## src/inc/soft_off_consts.svh

```systemverilog
// constants for the soft off / power protection stage: offsets, fields, resets, counts
// assumes a 12-bit register address and byte-wide register data
`ifndef SOFT_OFF_CONSTS_SVH
`define SOFT_OFF_CONSTS_SVH

// register offsets
`define OFS_LINK_IRQ_ROUTE   12'h4BC
`define OFS_GAIN_CTRL        12'h580
`define OFS_OFF_ENABLE       12'h581
`define OFS_ON_ENABLE        12'h582
`define OFS_LONG_THR_LO      12'h583
`define OFS_LONG_THR_HI      12'h584
`define OFS_LONG_CTRL        12'h585
`define OFS_LONG_PWR_LO      12'h586
`define OFS_LONG_PWR_HI      12'h587
`define OFS_SHORT_THR_LO     12'h588
`define OFS_SHORT_THR_HI     12'h589
`define OFS_SHORT_CTRL       12'h58A
`define OFS_SHORT_PWR_LO     12'h58B
`define OFS_SHORT_PWR_HI     12'h58C

// field positions
`define BIT_LINK_IRQ_SEL     0
`define BIT_RAMP_MASTER_EN   7
`define BIT_OFF_SHORT_ERR    7
`define BIT_OFF_LONG_ERR     6
`define BIT_OFF_LINK_ERR     3
`define BIT_OFF_ROTATION     2
`define BIT_OFF_TXEN_FALL    1
`define BIT_OFF_SOFTWARE     0
`define BIT_ON_SOFTWARE      7
`define BIT_ON_LONG_LEVEL    6
`define BIT_METER_EN         7

// reset values
`define RST_OFF_ENABLE       8'hC6
`define RST_ON_ENABLE        8'h40

// ramp and meter counts
`define RAMP_STEPS           6'h20
`define RAMP_STEP_SHIFT      3
`define LONG_BASE_SHIFT      9
`define PA_MULT_MAIN         4
`define PA_MULT_CHAN         8
`define PA_PERIOD_PLAIN      9'h020
`define SAMPLE_KEEP_BITS     6

`endif

```

## src/inc/soft_off_pkg.sv

```systemverilog
// types for the soft off / power protection stage
// assumes soft_off_consts.svh is compiled alongside
package soft_off_pkg;

	// gain ramp states
	typedef enum logic [1:0] {
		GAIN_UNITY = 2'b00,
		GAIN_DOWN  = 2'b01,
		GAIN_ZERO  = 2'b10,
		GAIN_UP    = 2'b11
	} gain_state_t;

	// one averaging window of the power meter
	typedef struct packed {
		logic [24:0] count;
		logic [35:0] acc;
		logic [12:0] avg;
		logic        err;
		logic        done;
	} meter_t;

	// complex sample pair
	typedef struct packed {
		logic [15:0] i;
		logic [15:0] q;
	} iq_t;

	// whole state of the stage
	typedef struct packed {
		logic [7:0]  gain_ctrl;
		logic [7:0]  off_en;
		logic [7:0]  on_en;
		logic [12:0] long_thr;
		logic [7:0]  long_ctrl;
		logic [12:0] short_thr;
		logic [7:0]  short_ctrl;
		logic        irq_sel;
		gain_state_t gstate;
		logic [5:0]  gain;
		logic [10:0] step_cnt;
		logic [8:0]  pa_cnt;
		meter_t      long_m;
		meter_t      short_m;
		logic        txen_prev;
		iq_t         out;
		logic [7:0]  rdata;
		logic        interrupt_pin_zero;
		logic        interrupt_pin_one;
	} state_t;

endpackage

```

## src/verilog/soft_off_power_protect.sv

```systemverilog
// soft off / soft on gain ramp and average power protection for one main DAC path
// assumes samples, pins and register strobes are synchronous to mclk_i; page select comes from outside
// assumes the rotation arm arrives as a level from its own register elsewhere in the device
//
// Operation
// - link interrupts go to pin zero when route bit is 0, pin one when 1
// - no gain ramping at all unless gain ramp master enable bit 7 is set
// - short window power error starts soft off when bit 7 set, resets 1
// - long window power error starts soft off when bit 6 set, resets 1
// - link receiver error starts soft off when bit 3 set, resets 0
// - sync rotation starts soft off when bit 2 and rotation arm both high
// - falling edge of transmit enable pin starts soft off when bit 1 set
// - writing bit 0 of soft off enable forces ramp down if gain is unity
// - writing bit 7 of soft on enable forces ramp up if gain is zero
// - bit 6 of soft on enable allows long window level soft on
// - 13-bit long threshold in low byte and 5-bit high part, compared to average
// - long average and error detection run only while long enable bit set
// - long window averages over 2^(9+code) PA clock periods
// - PA period 4*main interp, else 8*main when channel interp, else 32
// - power is I^2+Q^2 of six top bits; long average readable
// - register accesses apply only to the path chosen by page select
// - short average and error detection run only while short enable set
// - short window averages over 2^code PA clock periods
`timescale 1ns/1ps
`include "soft_off_consts.svh"

module soft_off_power_protect
	import soft_off_pkg::*;
(
	input  wire logic        mclk_i,
	input  wire logic        reset_i,
	input  wire logic [11:0] reg_addr_i,
	input  wire logic [7:0]  reg_wdata_i,
	input  wire logic        reg_write_i,
	input  wire logic        reg_read_i,
	output logic      [7:0]  reg_rdata_o,
	input  wire logic        main_path_page_select_i,
	input  wire logic [3:0]  main_interp_i,
	input  wire logic [3:0]  chan_interp_i,
	input  wire iq_t         sample_i,
	output iq_t              sample_o,
	output logic      [5:0]  gain_o,
	input  wire logic        transmit_enable_pin_i,
	input  wire logic        link_error_i,
	input  wire logic        sync_rotation_i,
	input  wire logic        sync_rotation_arm_i,
	input  wire logic        link_irq_i,
	output logic             interrupt_pin_zero_o,
	output logic             interrupt_pin_one_o,
	output logic             short_power_error_o,
	output logic             long_power_error_o
);

	state_t q;
	state_t d;

	// ============================================================
	// register access decode
	// ============================================================

	logic        wr;
	logic        rd;
	logic [8:0]  pa_period;
	logic        pa_tick;
	logic [12:0] power;
	logic signed [5:0]  i_top;
	logic signed [5:0]  q_top;
	logic signed [11:0] i_sq;
	logic signed [11:0] q_sq;

	// the page select is a plain level from outside; this block keeps no page of its own
	// accesses from another page belong to another path
	assign wr = reg_write_i & main_path_page_select_i;
	assign rd = reg_read_i & main_path_page_select_i;

	// ============================================================
	// PA clock tick and sample power
	// ============================================================

	// main interpolation wins over channel interpolation when both exceed one
	// a main factor of zero with channel interpolation gives no usable period; software must avoid it
	always_comb begin
		if (main_interp_i > 4'h1) begin
			pa_period = 9'(`PA_MULT_MAIN * main_interp_i);
		end else if (chan_interp_i > 4'h1) begin
			pa_period = 9'(`PA_MULT_CHAN * main_interp_i);
		end else begin
			pa_period = `PA_PERIOD_PLAIN;
		end
	end

	// compare against period minus one, so a tick lands every period clocks
	// greater-or-equal lets a period shortened mid-count tick at once instead of wrapping
	assign pa_tick = (q.pa_cnt >= pa_period - 9'h001);

	// only the six top bits of each sample enter the power figure
	assign i_top = $signed(sample_i.i[15:16-`SAMPLE_KEEP_BITS]);
	assign q_top = $signed(sample_i.q[15:16-`SAMPLE_KEEP_BITS]);
	assign i_sq  = i_top * i_top;
	assign q_sq  = q_top * q_top;
	// squares are never negative, so the zero bit added on top hides no sign
	assign power = {1'b0, i_sq} + {1'b0, q_sq};

	// ============================================================
	// averaging window, shared by long and short meters
	// ============================================================

	// accumulates one power figure per PA tick; shift gives the window length
	function automatic meter_t meter_step(
		input meter_t      m,
		input logic        en,
		input logic        tick,
		input logic [4:0]  shift,
		input logic [12:0] thr,
		input logic [12:0] pwr
	);
		meter_t      n;
		logic [24:0] limit;
		logic [35:0] sum;
		n      = m;
		limit  = 25'h1 << shift;
		// 36 bits hold 2^24 ticks of the largest power figure without overflow
		sum    = m.acc + {23'h0, pwr};
		n.done = 1'b0;
		if (!en) begin
			// a disabled window keeps no history and raises no error
			n.count = 25'h0;
			n.acc   = 36'h0;
			n.err   = 1'b0;
		end else if (tick) begin
			// the window closes on its last tick, so the sum already holds that tick
			if (m.count == limit - 25'h1) begin
				n.avg   = 13'(sum >> shift);
				n.err   = (13'(sum >> shift) > thr);
				n.done  = 1'b1;
				n.count = 25'h0;
				n.acc   = 36'h0;
			end else begin
				n.count = m.count + 25'h1;
				n.acc   = sum;
			end
		end
		return n;
	endfunction

	// ============================================================
	// next state
	// ============================================================

	logic        ramp_en;
	logic        off_cmd;
	logic        on_cmd;
	logic        off_trig;
	logic        on_trig;
	logic        txen_fall;
	logic [10:0] step_len;
	logic signed [22:0] i_prod;
	logic signed [22:0] q_prod;

	assign ramp_en   = q.gain_ctrl[`BIT_RAMP_MASTER_EN];
	assign txen_fall = q.txen_prev & ~transmit_enable_pin_i;
	// a force command is a write of one; it does nothing unless gain sits at its end
	assign off_cmd   = wr && reg_addr_i == `OFS_OFF_ENABLE && reg_wdata_i[`BIT_OFF_SOFTWARE];
	assign on_cmd    = wr && reg_addr_i == `OFS_ON_ENABLE && reg_wdata_i[`BIT_ON_SOFTWARE];
	// 32 steps over 2^(code+8) clocks gives 2^(code+3) clocks per step
	// shift amount widened to four bits so rate codes above four do not wrap
	assign step_len  = 11'h1 << ({1'b0, q.gain_ctrl[2:0]} + 4'(`RAMP_STEP_SHIFT));

	// each source is gated by its own enable; several may fire together and merge into one
	// power errors count only in the cycle a window closes, not while the flag stands
	always_comb begin
		off_trig = off_cmd;
		if (q.off_en[`BIT_OFF_SHORT_ERR] && q.short_m.done && q.short_m.err) begin
			off_trig = 1'b1;
		end
		if (q.off_en[`BIT_OFF_LONG_ERR] && q.long_m.done && q.long_m.err) begin
			off_trig = 1'b1;
		end
		if (q.off_en[`BIT_OFF_LINK_ERR] && link_error_i) begin
			off_trig = 1'b1;
		end
		if (q.off_en[`BIT_OFF_ROTATION] && sync_rotation_arm_i && sync_rotation_i) begin
			off_trig = 1'b1;
		end
		if (q.off_en[`BIT_OFF_TXEN_FALL] && txen_fall) begin
			off_trig = 1'b1;
		end
	end

	// level soft on: a finished long window that came in at or under the limit
	assign on_trig = on_cmd
		| (q.on_en[`BIT_ON_LONG_LEVEL] && q.long_m.done && !q.long_m.err);

	// full-width products; a 16-bit product would lose the top bits before the shift
	assign i_prod = $signed(sample_i.i) * $signed({1'b0, q.gain});
	assign q_prod = $signed(sample_i.q) * $signed({1'b0, q.gain});

	always_comb begin
		d = q;
		d.txen_prev = transmit_enable_pin_i;

		// register writes
		// read-only and unmapped addresses fall to the default and change nothing
		// reserved bits outside soft on enable are masked on the way in so they read back as zero
		if (wr) begin
			unique case (reg_addr_i)
				`OFS_LINK_IRQ_ROUTE: d.irq_sel = reg_wdata_i[`BIT_LINK_IRQ_SEL];
				`OFS_GAIN_CTRL:      d.gain_ctrl = reg_wdata_i & 8'h87;
				`OFS_OFF_ENABLE:     d.off_en = reg_wdata_i & 8'hCF;
				`OFS_ON_ENABLE:      d.on_en = reg_wdata_i;
				`OFS_LONG_THR_LO:    d.long_thr[7:0] = reg_wdata_i;
				`OFS_LONG_THR_HI:    d.long_thr[12:8] = reg_wdata_i[4:0];
				`OFS_LONG_CTRL:      d.long_ctrl = reg_wdata_i & 8'h8F;
				`OFS_SHORT_THR_LO:   d.short_thr[7:0] = reg_wdata_i;
				`OFS_SHORT_THR_HI:   d.short_thr[12:8] = reg_wdata_i[4:0];
				`OFS_SHORT_CTRL:     d.short_ctrl = reg_wdata_i & 8'h83;
				default:             d.rdata = q.rdata;
			endcase
		end

		// register reads, answered one clock after the strobe
		// a read and a write in the same cycle see the value held before that write
		if (rd) begin
			unique case (reg_addr_i)
				`OFS_LINK_IRQ_ROUTE: d.rdata = {7'h0, q.irq_sel};
				`OFS_GAIN_CTRL:      d.rdata = q.gain_ctrl;
				`OFS_OFF_ENABLE:     d.rdata = q.off_en;
				`OFS_ON_ENABLE:      d.rdata = q.on_en;
				`OFS_LONG_THR_LO:    d.rdata = q.long_thr[7:0];
				`OFS_LONG_THR_HI:    d.rdata = {3'h0, q.long_thr[12:8]};
				`OFS_LONG_CTRL:      d.rdata = q.long_ctrl;
				`OFS_LONG_PWR_LO:    d.rdata = q.long_m.avg[7:0];
				`OFS_LONG_PWR_HI:    d.rdata = {3'h0, q.long_m.avg[12:8]};
				`OFS_SHORT_THR_LO:   d.rdata = q.short_thr[7:0];
				`OFS_SHORT_THR_HI:   d.rdata = {3'h0, q.short_thr[12:8]};
				`OFS_SHORT_CTRL:     d.rdata = q.short_ctrl;
				`OFS_SHORT_PWR_LO:   d.rdata = q.short_m.avg[7:0];
				`OFS_SHORT_PWR_HI:   d.rdata = {3'h0, q.short_m.avg[12:8]};
				default:             d.rdata = 8'h00;
			endcase
		end

		// PA clock divider
		d.pa_cnt = pa_tick ? 9'h000 : q.pa_cnt + 9'h001;

		// both meters sample the same power figure on the PA tick
		d.long_m = meter_step(q.long_m, q.long_ctrl[`BIT_METER_EN], pa_tick,
			5'(`LONG_BASE_SHIFT) + {1'b0, q.long_ctrl[3:0]}, q.long_thr, power);
		d.short_m = meter_step(q.short_m, q.short_ctrl[`BIT_METER_EN], pa_tick,
			{3'h0, q.short_ctrl[1:0]}, q.short_thr, power);

		// gain ramp sequencer
		if (!ramp_en) begin
			// without the master enable the path runs at unity and ignores triggers
			d.gstate   = GAIN_UNITY;
			d.gain     = `RAMP_STEPS;
			d.step_cnt = 11'h000;
		end else begin
			unique case (q.gstate)
				GAIN_UNITY: begin
					d.step_cnt = 11'h000;
					if (off_trig) begin
						d.gstate = GAIN_DOWN;
					end
				end
				GAIN_DOWN: begin
					// triggers seen mid-ramp are dropped; the ramp runs to its end unless the master enable is cleared
					// the step counter restarts each step but is compared against the current rate, so a rate change also moves the end of the step in progress
					if (q.step_cnt == step_len - 11'h001) begin
						d.step_cnt = 11'h000;
						d.gain     = q.gain - 6'h01;
						if (q.gain == 6'h01) begin
							d.gstate = GAIN_ZERO;
						end
					end else begin
						d.step_cnt = q.step_cnt + 11'h001;
					end
				end
				GAIN_ZERO: begin
					// further ramp down requests mean nothing once gain is zero
					d.step_cnt = 11'h000;
					if (on_trig) begin
						d.gstate = GAIN_UP;
					end
				end
				GAIN_UP: begin
					// the last step lands on 32, exact unity at the output
					if (q.step_cnt == step_len - 11'h001) begin
						d.step_cnt = 11'h000;
						d.gain     = q.gain + 6'h01;
						if (q.gain == `RAMP_STEPS - 6'h01) begin
							d.gstate = GAIN_UNITY;
						end
					end else begin
						d.step_cnt = q.step_cnt + 11'h001;
					end
				end
			endcase
		end

		// scaled output; gain of 32 is exact unity once five fraction bits are dropped
		d.out.i = i_prod[20:5];
		d.out.q = q_prod[20:5];

		// link interrupt steering
		// the route bit is read before this cycle's write, so a new route shows one clock late
		d.interrupt_pin_zero = link_irq_i & ~q.irq_sel;
		d.interrupt_pin_one = link_irq_i & q.irq_sel;

		// reset is synchronous and folded in last, so it wins over everything above
		// pin memory clears low so a pin held low across reset gives no false edge
		if (reset_i) begin
			d            = '0;
			d.off_en     = `RST_OFF_ENABLE;
			d.on_en      = `RST_ON_ENABLE;
			d.gstate     = GAIN_UNITY;
			d.gain       = `RAMP_STEPS;
			d.txen_prev  = 1'b0;
		end
	end

	// ============================================================
	// state register and outputs
	// ============================================================

	// single register for all state; reset is folded into the next value
	always_ff @(posedge mclk_i) begin
		q <= d;
	end

	assign reg_rdata_o          = q.rdata;
	assign sample_o             = q.out;
	assign gain_o               = q.gain;
	assign interrupt_pin_zero_o = q.interrupt_pin_zero;
	assign interrupt_pin_one_o  = q.interrupt_pin_one;
	// error flags stand until the next window end or until the meter is switched off
	assign short_power_error_o  = q.short_m.err;
	assign long_power_error_o   = q.long_m.err;

endmodule
```

## config.mk

```make
export PLATFORM = sky130hd
export DESIGN_NAME = soft_off_power_protect
export DESIGN_NICKNAME = d
export VERILOG_FILES = /design/src/inc/soft_off_pkg.sv /design/src/verilog/soft_off_power_protect.sv
export VERILOG_INCLUDE_DIRS = /design/src /design/src/inc
export SDC_FILE = /design/constraint.sdc
export NUM_CORES = 1
export LEC_CHECK = 0
export BUFFER_PORTS_ARGS = -buffer_cell sky130_fd_sc_hd__buf_2
export CAP_MARGIN = 20
export CORE_ASPECT_RATIO = 0.8
export CORE_MARGIN = 2
export CORE_UTILIZATION = 55
export DETAILED_ROUTE_END_ITERATION = 10
export PLACE_DENSITY_LB_ADDON = 0.05
export SYNTH_ARGS = -nofsm -noshare
export SYNTH_HDL_FRONTEND = slang
export SYNTH_SLANG_ARGS = --single-unit
```

## constraint.sdc

```tcl
create_clock -name mclk_i -period 12.7 [get_ports mclk_i]
set_clock_uncertainty 0.1 [all_clocks]
set_input_delay 2.54 -clock mclk_i [delete_from_list [all_inputs] [get_ports mclk_i]]
set_output_delay 2.54 -clock mclk_i [all_outputs]
set_load 0.1 [all_outputs]
```

==> results of run 1 <==
[kinds of logic after synthesis]
kind of cell | Yosys count
flip-flops | 256
AND/OR/NAND/NOR | 1199
adder cells (fa/ha/maj) | 366
XOR/XNOR | 213
buffers and inverters | 429
AO/OA/AOI/OAI | 552
other | 1
multiplexers | 65
[path summary, 6_finish.rpt]
kind / from / end / cells past startpoint
min reg2reg: q[50] / q[50] / 2
min: q[50] / q[50] / 2
max reg2reg: gain_o[2] / sample_o[14] / 19
max: sample_i[27] / long_power_error_o / 41
[through the flow]
| step | util | instances | hold slack (ns) | power (W) | setup WS (ns) |
|---|---|---|---|---|---|
| final | 0.597 | 3669 | 0.356 | 0.00537 | 1.31 |
| after global routing | 0.597 | 3669 | 0.381 | 0.00580 | 0.744 |
| after CTS | 0.597 | 3668 | 0.356 | 0.00533 | 1.50 |
| after detailed placement | 0.572 | 3613 | 0.347 | 0.00431 | 0.876 |
| after global placement | 0.572 | 3613 | 0.332 | 0.00423 | 1.06 |
| after floorplan | - | 3082 | 0.293 | 0.00350 | 2.14 |
[area by class of cell]
type,instances,area (sq um)
Sequential cell,256,5130
Timing Repair Buffer,138,743
Multi-Input combinational cell,2397,18100
Clock inverter,22,350
Fill cell,4138,18000
Tap cell,603,754
Inverter,219,822
Antenna cell,1,2.50
Clock buffer,33,782
[cell usage after synthesis (all sizes together), types with 12 or more instances]
| master | instances | area (sq um) |
|---|---|---|
| dfxtp | 256 | 5120 |
| nand2 | 333 | 1250 |
| xor2 | 85 | 744 |
| nor2b | 29 | 181 |
| o211ai | 20 | 150 |
| nor2 | 329 | 1250 |
| clkbuf | 124 | 465 |
| xnor2 | 127 | 1110 |
| nor4 | 13 | 96.3 |
| mux2 | 14 | 158 |
| and2 | 140 | 876 |
| a21o | 41 | 308 |
| mux2i | 40 | 400 |
| o21ai | 89 | 445 |
| nand4 | 48 | 315 |
| buf | 86 | 536 |
| o21bai | 12 | 90.1 |
| a31oi | 13 | 81.3 |
| inv | 216 | 811 |
| a22oi | 30 | 225 |
| ha | 201 | 2510 |
| fa | 165 | 3300 |
| nand3 | 113 | 566 |
| or3 | 23 | 144 |
| a211oi | 26 | 195 |
| o21a | 17 | 128 |
| a21oi | 155 | 780 |
| and3 | 38 | 243 |
| nand2b | 32 | 200 |
| nor3 | 57 | 290 |
[sequential cells by signal, summed over array words and instances, names as in the netlist]
| signal | flops |
|---|---|
| interrupt_pin_one_o | 1 |
| short_power_error_o | 1 |
| reg_rdata_o | 8 |
| long_power_error_o | 1 |
| q | 206 |
| interrupt_pin_zero_o | 1 |
| sample_o | 32 |
| gain_o | 6 |
[critical path: cells and delay by family]
family / cells / cell delay (ns)
mux: 1 / 0.34
fa+ha+maj: 8 / 3.43
compound gates: 16 / 2.94
buf+inv: 4 / 0.48
xor+xnor: 1 / 0.24
simple gates: 11 / 1.78
[power by group]
| group | switching (W) | total [W] | leakage, nW | internal (W) |
|---|---|---|---|---|
| combinational | 0.00212 | 0.00357 | 8.44 | 0.00145 |
| sequential | 0.00000271 | 0.000812 | 2.07 | 0.000809 |
| clock | 0.000397 | 0.000991 | 0.544 | 0.000594 |
[routing by layer]
metal	GRT usage	part of all wire	up-vias
met3	0.0465	0.078	76
met5	0	0.00010	-
li1	-	-	10400
met4	0.0498	0.016	2
met1	0.443	0.49	10600
met2	0.431	0.42	747
==> flow_metrics.tcl, run 1 <==
set metrics [dict create \
    critPathRequiredTime_ns 13.06 \
    place_area_sq_um 25500 \
    cts_buffers 30 \
    rsz0062_at_grt "no" \
    max_cap_violations 0 \
    synth_top_family_by_area "adder cells" \
    ir_worst_vdd_mv 0.319 \
    grt_max_degree 69 \
    postCtsSetupBuffers 0 \
    drt_iter0_drc 1900 \
    period_share 0.897 \
    min_period_ns 11.39 \
    cts_resized 0 \
    synth-simple-area-share 0.231 \
    drv_slew 0 \
    synth_adder_area_share 0.233 \
    fin_tns_setup_ns 0 \
    place_congestion 0.923 \
    p_per_area_nw_per_um2 202 \
    slew_headroom 0.392 \
    syn_avg_cell_area_sq_um 8.11 \
    synth_ff_type "dfxtp_1" \
    hold_path.class "reg2reg" \
    drt-vias-per-instance 5.95 \
    end_kind "flop" \
    final-setup-viol-count 0 \
    arrival_ns 11.76 \
    netlist-cell-type-count 93 \
    portBuffers 118 \
    syn_area_sq_um 25000 \
    synth_xor_area_frac 0.0752 \
    cts_max_path_buffers 3 \
    finalHoldViolCount 0 \
    grt_pass1_wl_microns 112000 \
    gr-total-overflow 0 \
    tightestPinTransition_ns 0.890 \
    cts_tree "yes" \
    antenna_left 0 \
    yosysWarningCount 0 \
    grt.total_usage 0.289 \
    die_h_microns 195 \
    synth.area.mux_share 0.0322 \
    postSynth.asyncResetShare 0 \
    clock-sinks 256 \
    route.detailed.drc 0 \
    max_freq_mhz 87.8 \
    clk_pin_slew_ns 0.06 \
    synth-compound-area-share 0.150 \
    dp_hpwl_microns 51400 \
    layout.cells.most_common_list "nand2_1 (332), nor2_1 (327), dfxtp_1 (254)" \
    coreArea_sq_um 44600 \
    rrSetupSlack_ns 6.50 \
    first_global_vias 21100 \
    drtPass1Iterations 8 \
    seq_area_frac_synth 0.205 \
    antenna_found_initial 3 \
    root_buffer "clkbuf_16" \
    critPathKind "in2reg" \
    ctsHoldBuffers 0 \
    die_area_sq_um 47200 \
    wl_per_cell_microns 18.7 \
    initial_core_util 0.560 \
    h-tree-depth 1 \
    p_leak_nw 11.1 \
    drive_gt1_frac 0.0816 \
    num_vias 21800 \
    cp-start-kind "input pin" \
    crit_slowest_cell "fa_1" \
    insertion_delay_ns 0.61 \
    die_x_microns 242 \
    rows 69 \
    synth_edf_count 0 \
    crit_fanout 13 \
    pin_count 120 \
    postSynthCellCount 3081 \
    fin_nets 3478 \
    routed_wl_microns 68500 \
    layout_commonest_cell "nand2_1" \
    crit_path_max_incr_delay_ns 0.55 \
    ys_seq_elements 256 \
    run_status "completed" \
    area_growth_pct 6.64 \
    final_area_sq_um 26700 \
    cp_common_cell "o21ai_0" \
]
Power figures use the tool's default switching activity.
==> run 2: changes to the inputs <==
CORE_MARGIN = 3   (was 2)
==> flow_metrics.tcl, run 2 (synthesis results as in run 1) <==
set metrics [dict create \
    rsz0062_at_grt "no" \
    cts_resized 0 \
    crit_slowest_cell "fa_1" \
    drive_gt1_frac 0.0812 \
    min_period_ns 11.33 \
    fin_tns_setup_ns 0 \
    drv_slew 0 \
    drt_iter0_drc 2035 \
    route.detailed.drc 0 \
    routed_wl_microns 68200 \
    p_clk_frac 0.177 \
    arrival_ns 11.72 \
    dp_hpwl_microns 51200 \
    place_congestion 0.900 \
    fillers 4097 \
    largest_reg_flops 206 \
    postCtsSetupBuffers 0 \
    cp-start-kind "input pin" \
    die_h_microns 197 \
    wl_per_cell_microns 18.6 \
    gr-total-overflow 0 \
    cts_max_path_buffers 3 \
    r2r_cells 19 \
    die_x_microns 244 \
    switching_share 0.472 \
    grt_max_degree 70 \
    multi_input_area_sq_um 18100 \
    layout_commonest_cell "nand2_1" \
    num_vias 21900 \
    pin_count 120 \
    final-seq-area_sq_um 5130 \
    rows 69 \
    dpl.cell_count 3615 \
    slew_headroom 0.348 \
    area_growth_pct 6.49 \
    max_cap_violations 0 \
    p_per_area_nw_per_um2 201 \
    insertion_delay_ns 0.61 \
    fin_nets 3480 \
    fin_util 0.596 \
    antenna_left 0 \
    hold_path.class "reg2reg" \
    root_buffer "clkbuf_16" \
    run_status "completed" \
    grt.total_usage 0.281 \
    p_seq_frac 0.152 \
    coreArea_sq_um 44600 \
    max_freq_mhz 88.3 \
    cp_common_cell "o21ai_0" \
    clk_pin_slew_ns 0.07 \
    finalHoldViolCount 0 \
    ir_worst_vdd_mv 0.254 \
    p_leak_nw 11.0 \
    cts_buffers 30 \
    drtPass1Iterations 6 \
    end_kind "flop" \
    crit_path_max_incr_delay_ns 0.54 \
    tightestPinTransition_ns 0.953 \
    h-tree-depth 1 \
    cts_tree "yes" \
    critPathKind "in2reg" \
    first_global_vias 20900 \
    clock-sinks 256 \
    period_share 0.892 \
    antenna_found_initial 1 \
    p_int_w 0.00282 \
    ctsHoldBuffers 0 \
    instances_no_fill 3671 \
    layout.cells.most_common_list "nand2_1 (332), nor2_1 (327), dfxtp_1 (254)" \
    total_power_w 0.00534 \
    initial_core_util 0.560 \
    final-setup-viol-count 0 \
    min_path_cells 1 \
    portBuffers 118 \
    power.switching_w 0.00252 \
    regMostFlops "q" \
    drt-vias-per-instance 5.96 \
    die_area_sq_um 48000 \
    grt_pass1_wl_microns 111000 \
    critPathRequiredTime_ns 13.09 \
    crit_fanout 13 \
    combPwrFrac 0.671 \
]
-- run 2: worst max-delay path, delay by kind of cell --
kind            cells  cell delay (ns)
fa+ha+maj           8             3.52
simple gates        9             1.54
xor+xnor            2             0.39
mux                 1             0.34
buf+inv             4             0.48
compound gates     16             2.87
-- run 2: power by group through the flow --
stage / Sequential (W) / Combinational, W / Clock (W)
2_1_floorplan: 0.000831 / 0.00267 / 0
3_3_place_gp: 0.000830 / 0.00344 / 0
3_5_place_dp: 0.000830 / 0.00351 / 0
4_1_cts: 0.000812 / 0.00353 / 0.000967
5_1_grt: 0.000813 / 0.00399 / 0.000997
6_report: 0.000812 / 0.00358 / 0.000946
-- run 2: path summary, 6_finish.rpt --
kind / to / startpoint / slack, ns
worst min register to register: q[204] / q[204] / 0.35
worst max-delay path: long_power_error_o / sample_i[27] / 1.37
worst min-delay path: q[204] / q[204] / 0.35
worst max register to register: sample_o[14] / gain_o[2] / 6.42
-- run 2: cell type report --
class,count,share of cell area
diodes,1,0.0000940
clock buffers,42,0.0329
clock inverters,13,0.00766
inverters,219,0.0309
multi-input cells,2397,0.679
flip-flops and latches,256,0.193
well taps,603,0.0283
repair buffers,140,0.0285
-- run 2: per-layer routing --
layer,share of wire,up-vias,global-route usage
met4,0.016,0,0.0504
met2,0.42,821,0.412
met1,0.48,10500,0.434
met5,0,-,0
met3,0.085,82,0.0522
li1,-,10400,-
-- run 2: through the flow --
step                cell area (sq um)  hold WS (ns)  setup WS, ns
floorplan                       25000         0.293          2.14
global placement                25500         0.332          1.02
detailed placement              25500         0.339         0.901
CTS                             26600         0.355          1.53
global route                    26600         0.368         0.750
finish                          26600         0.353          1.37
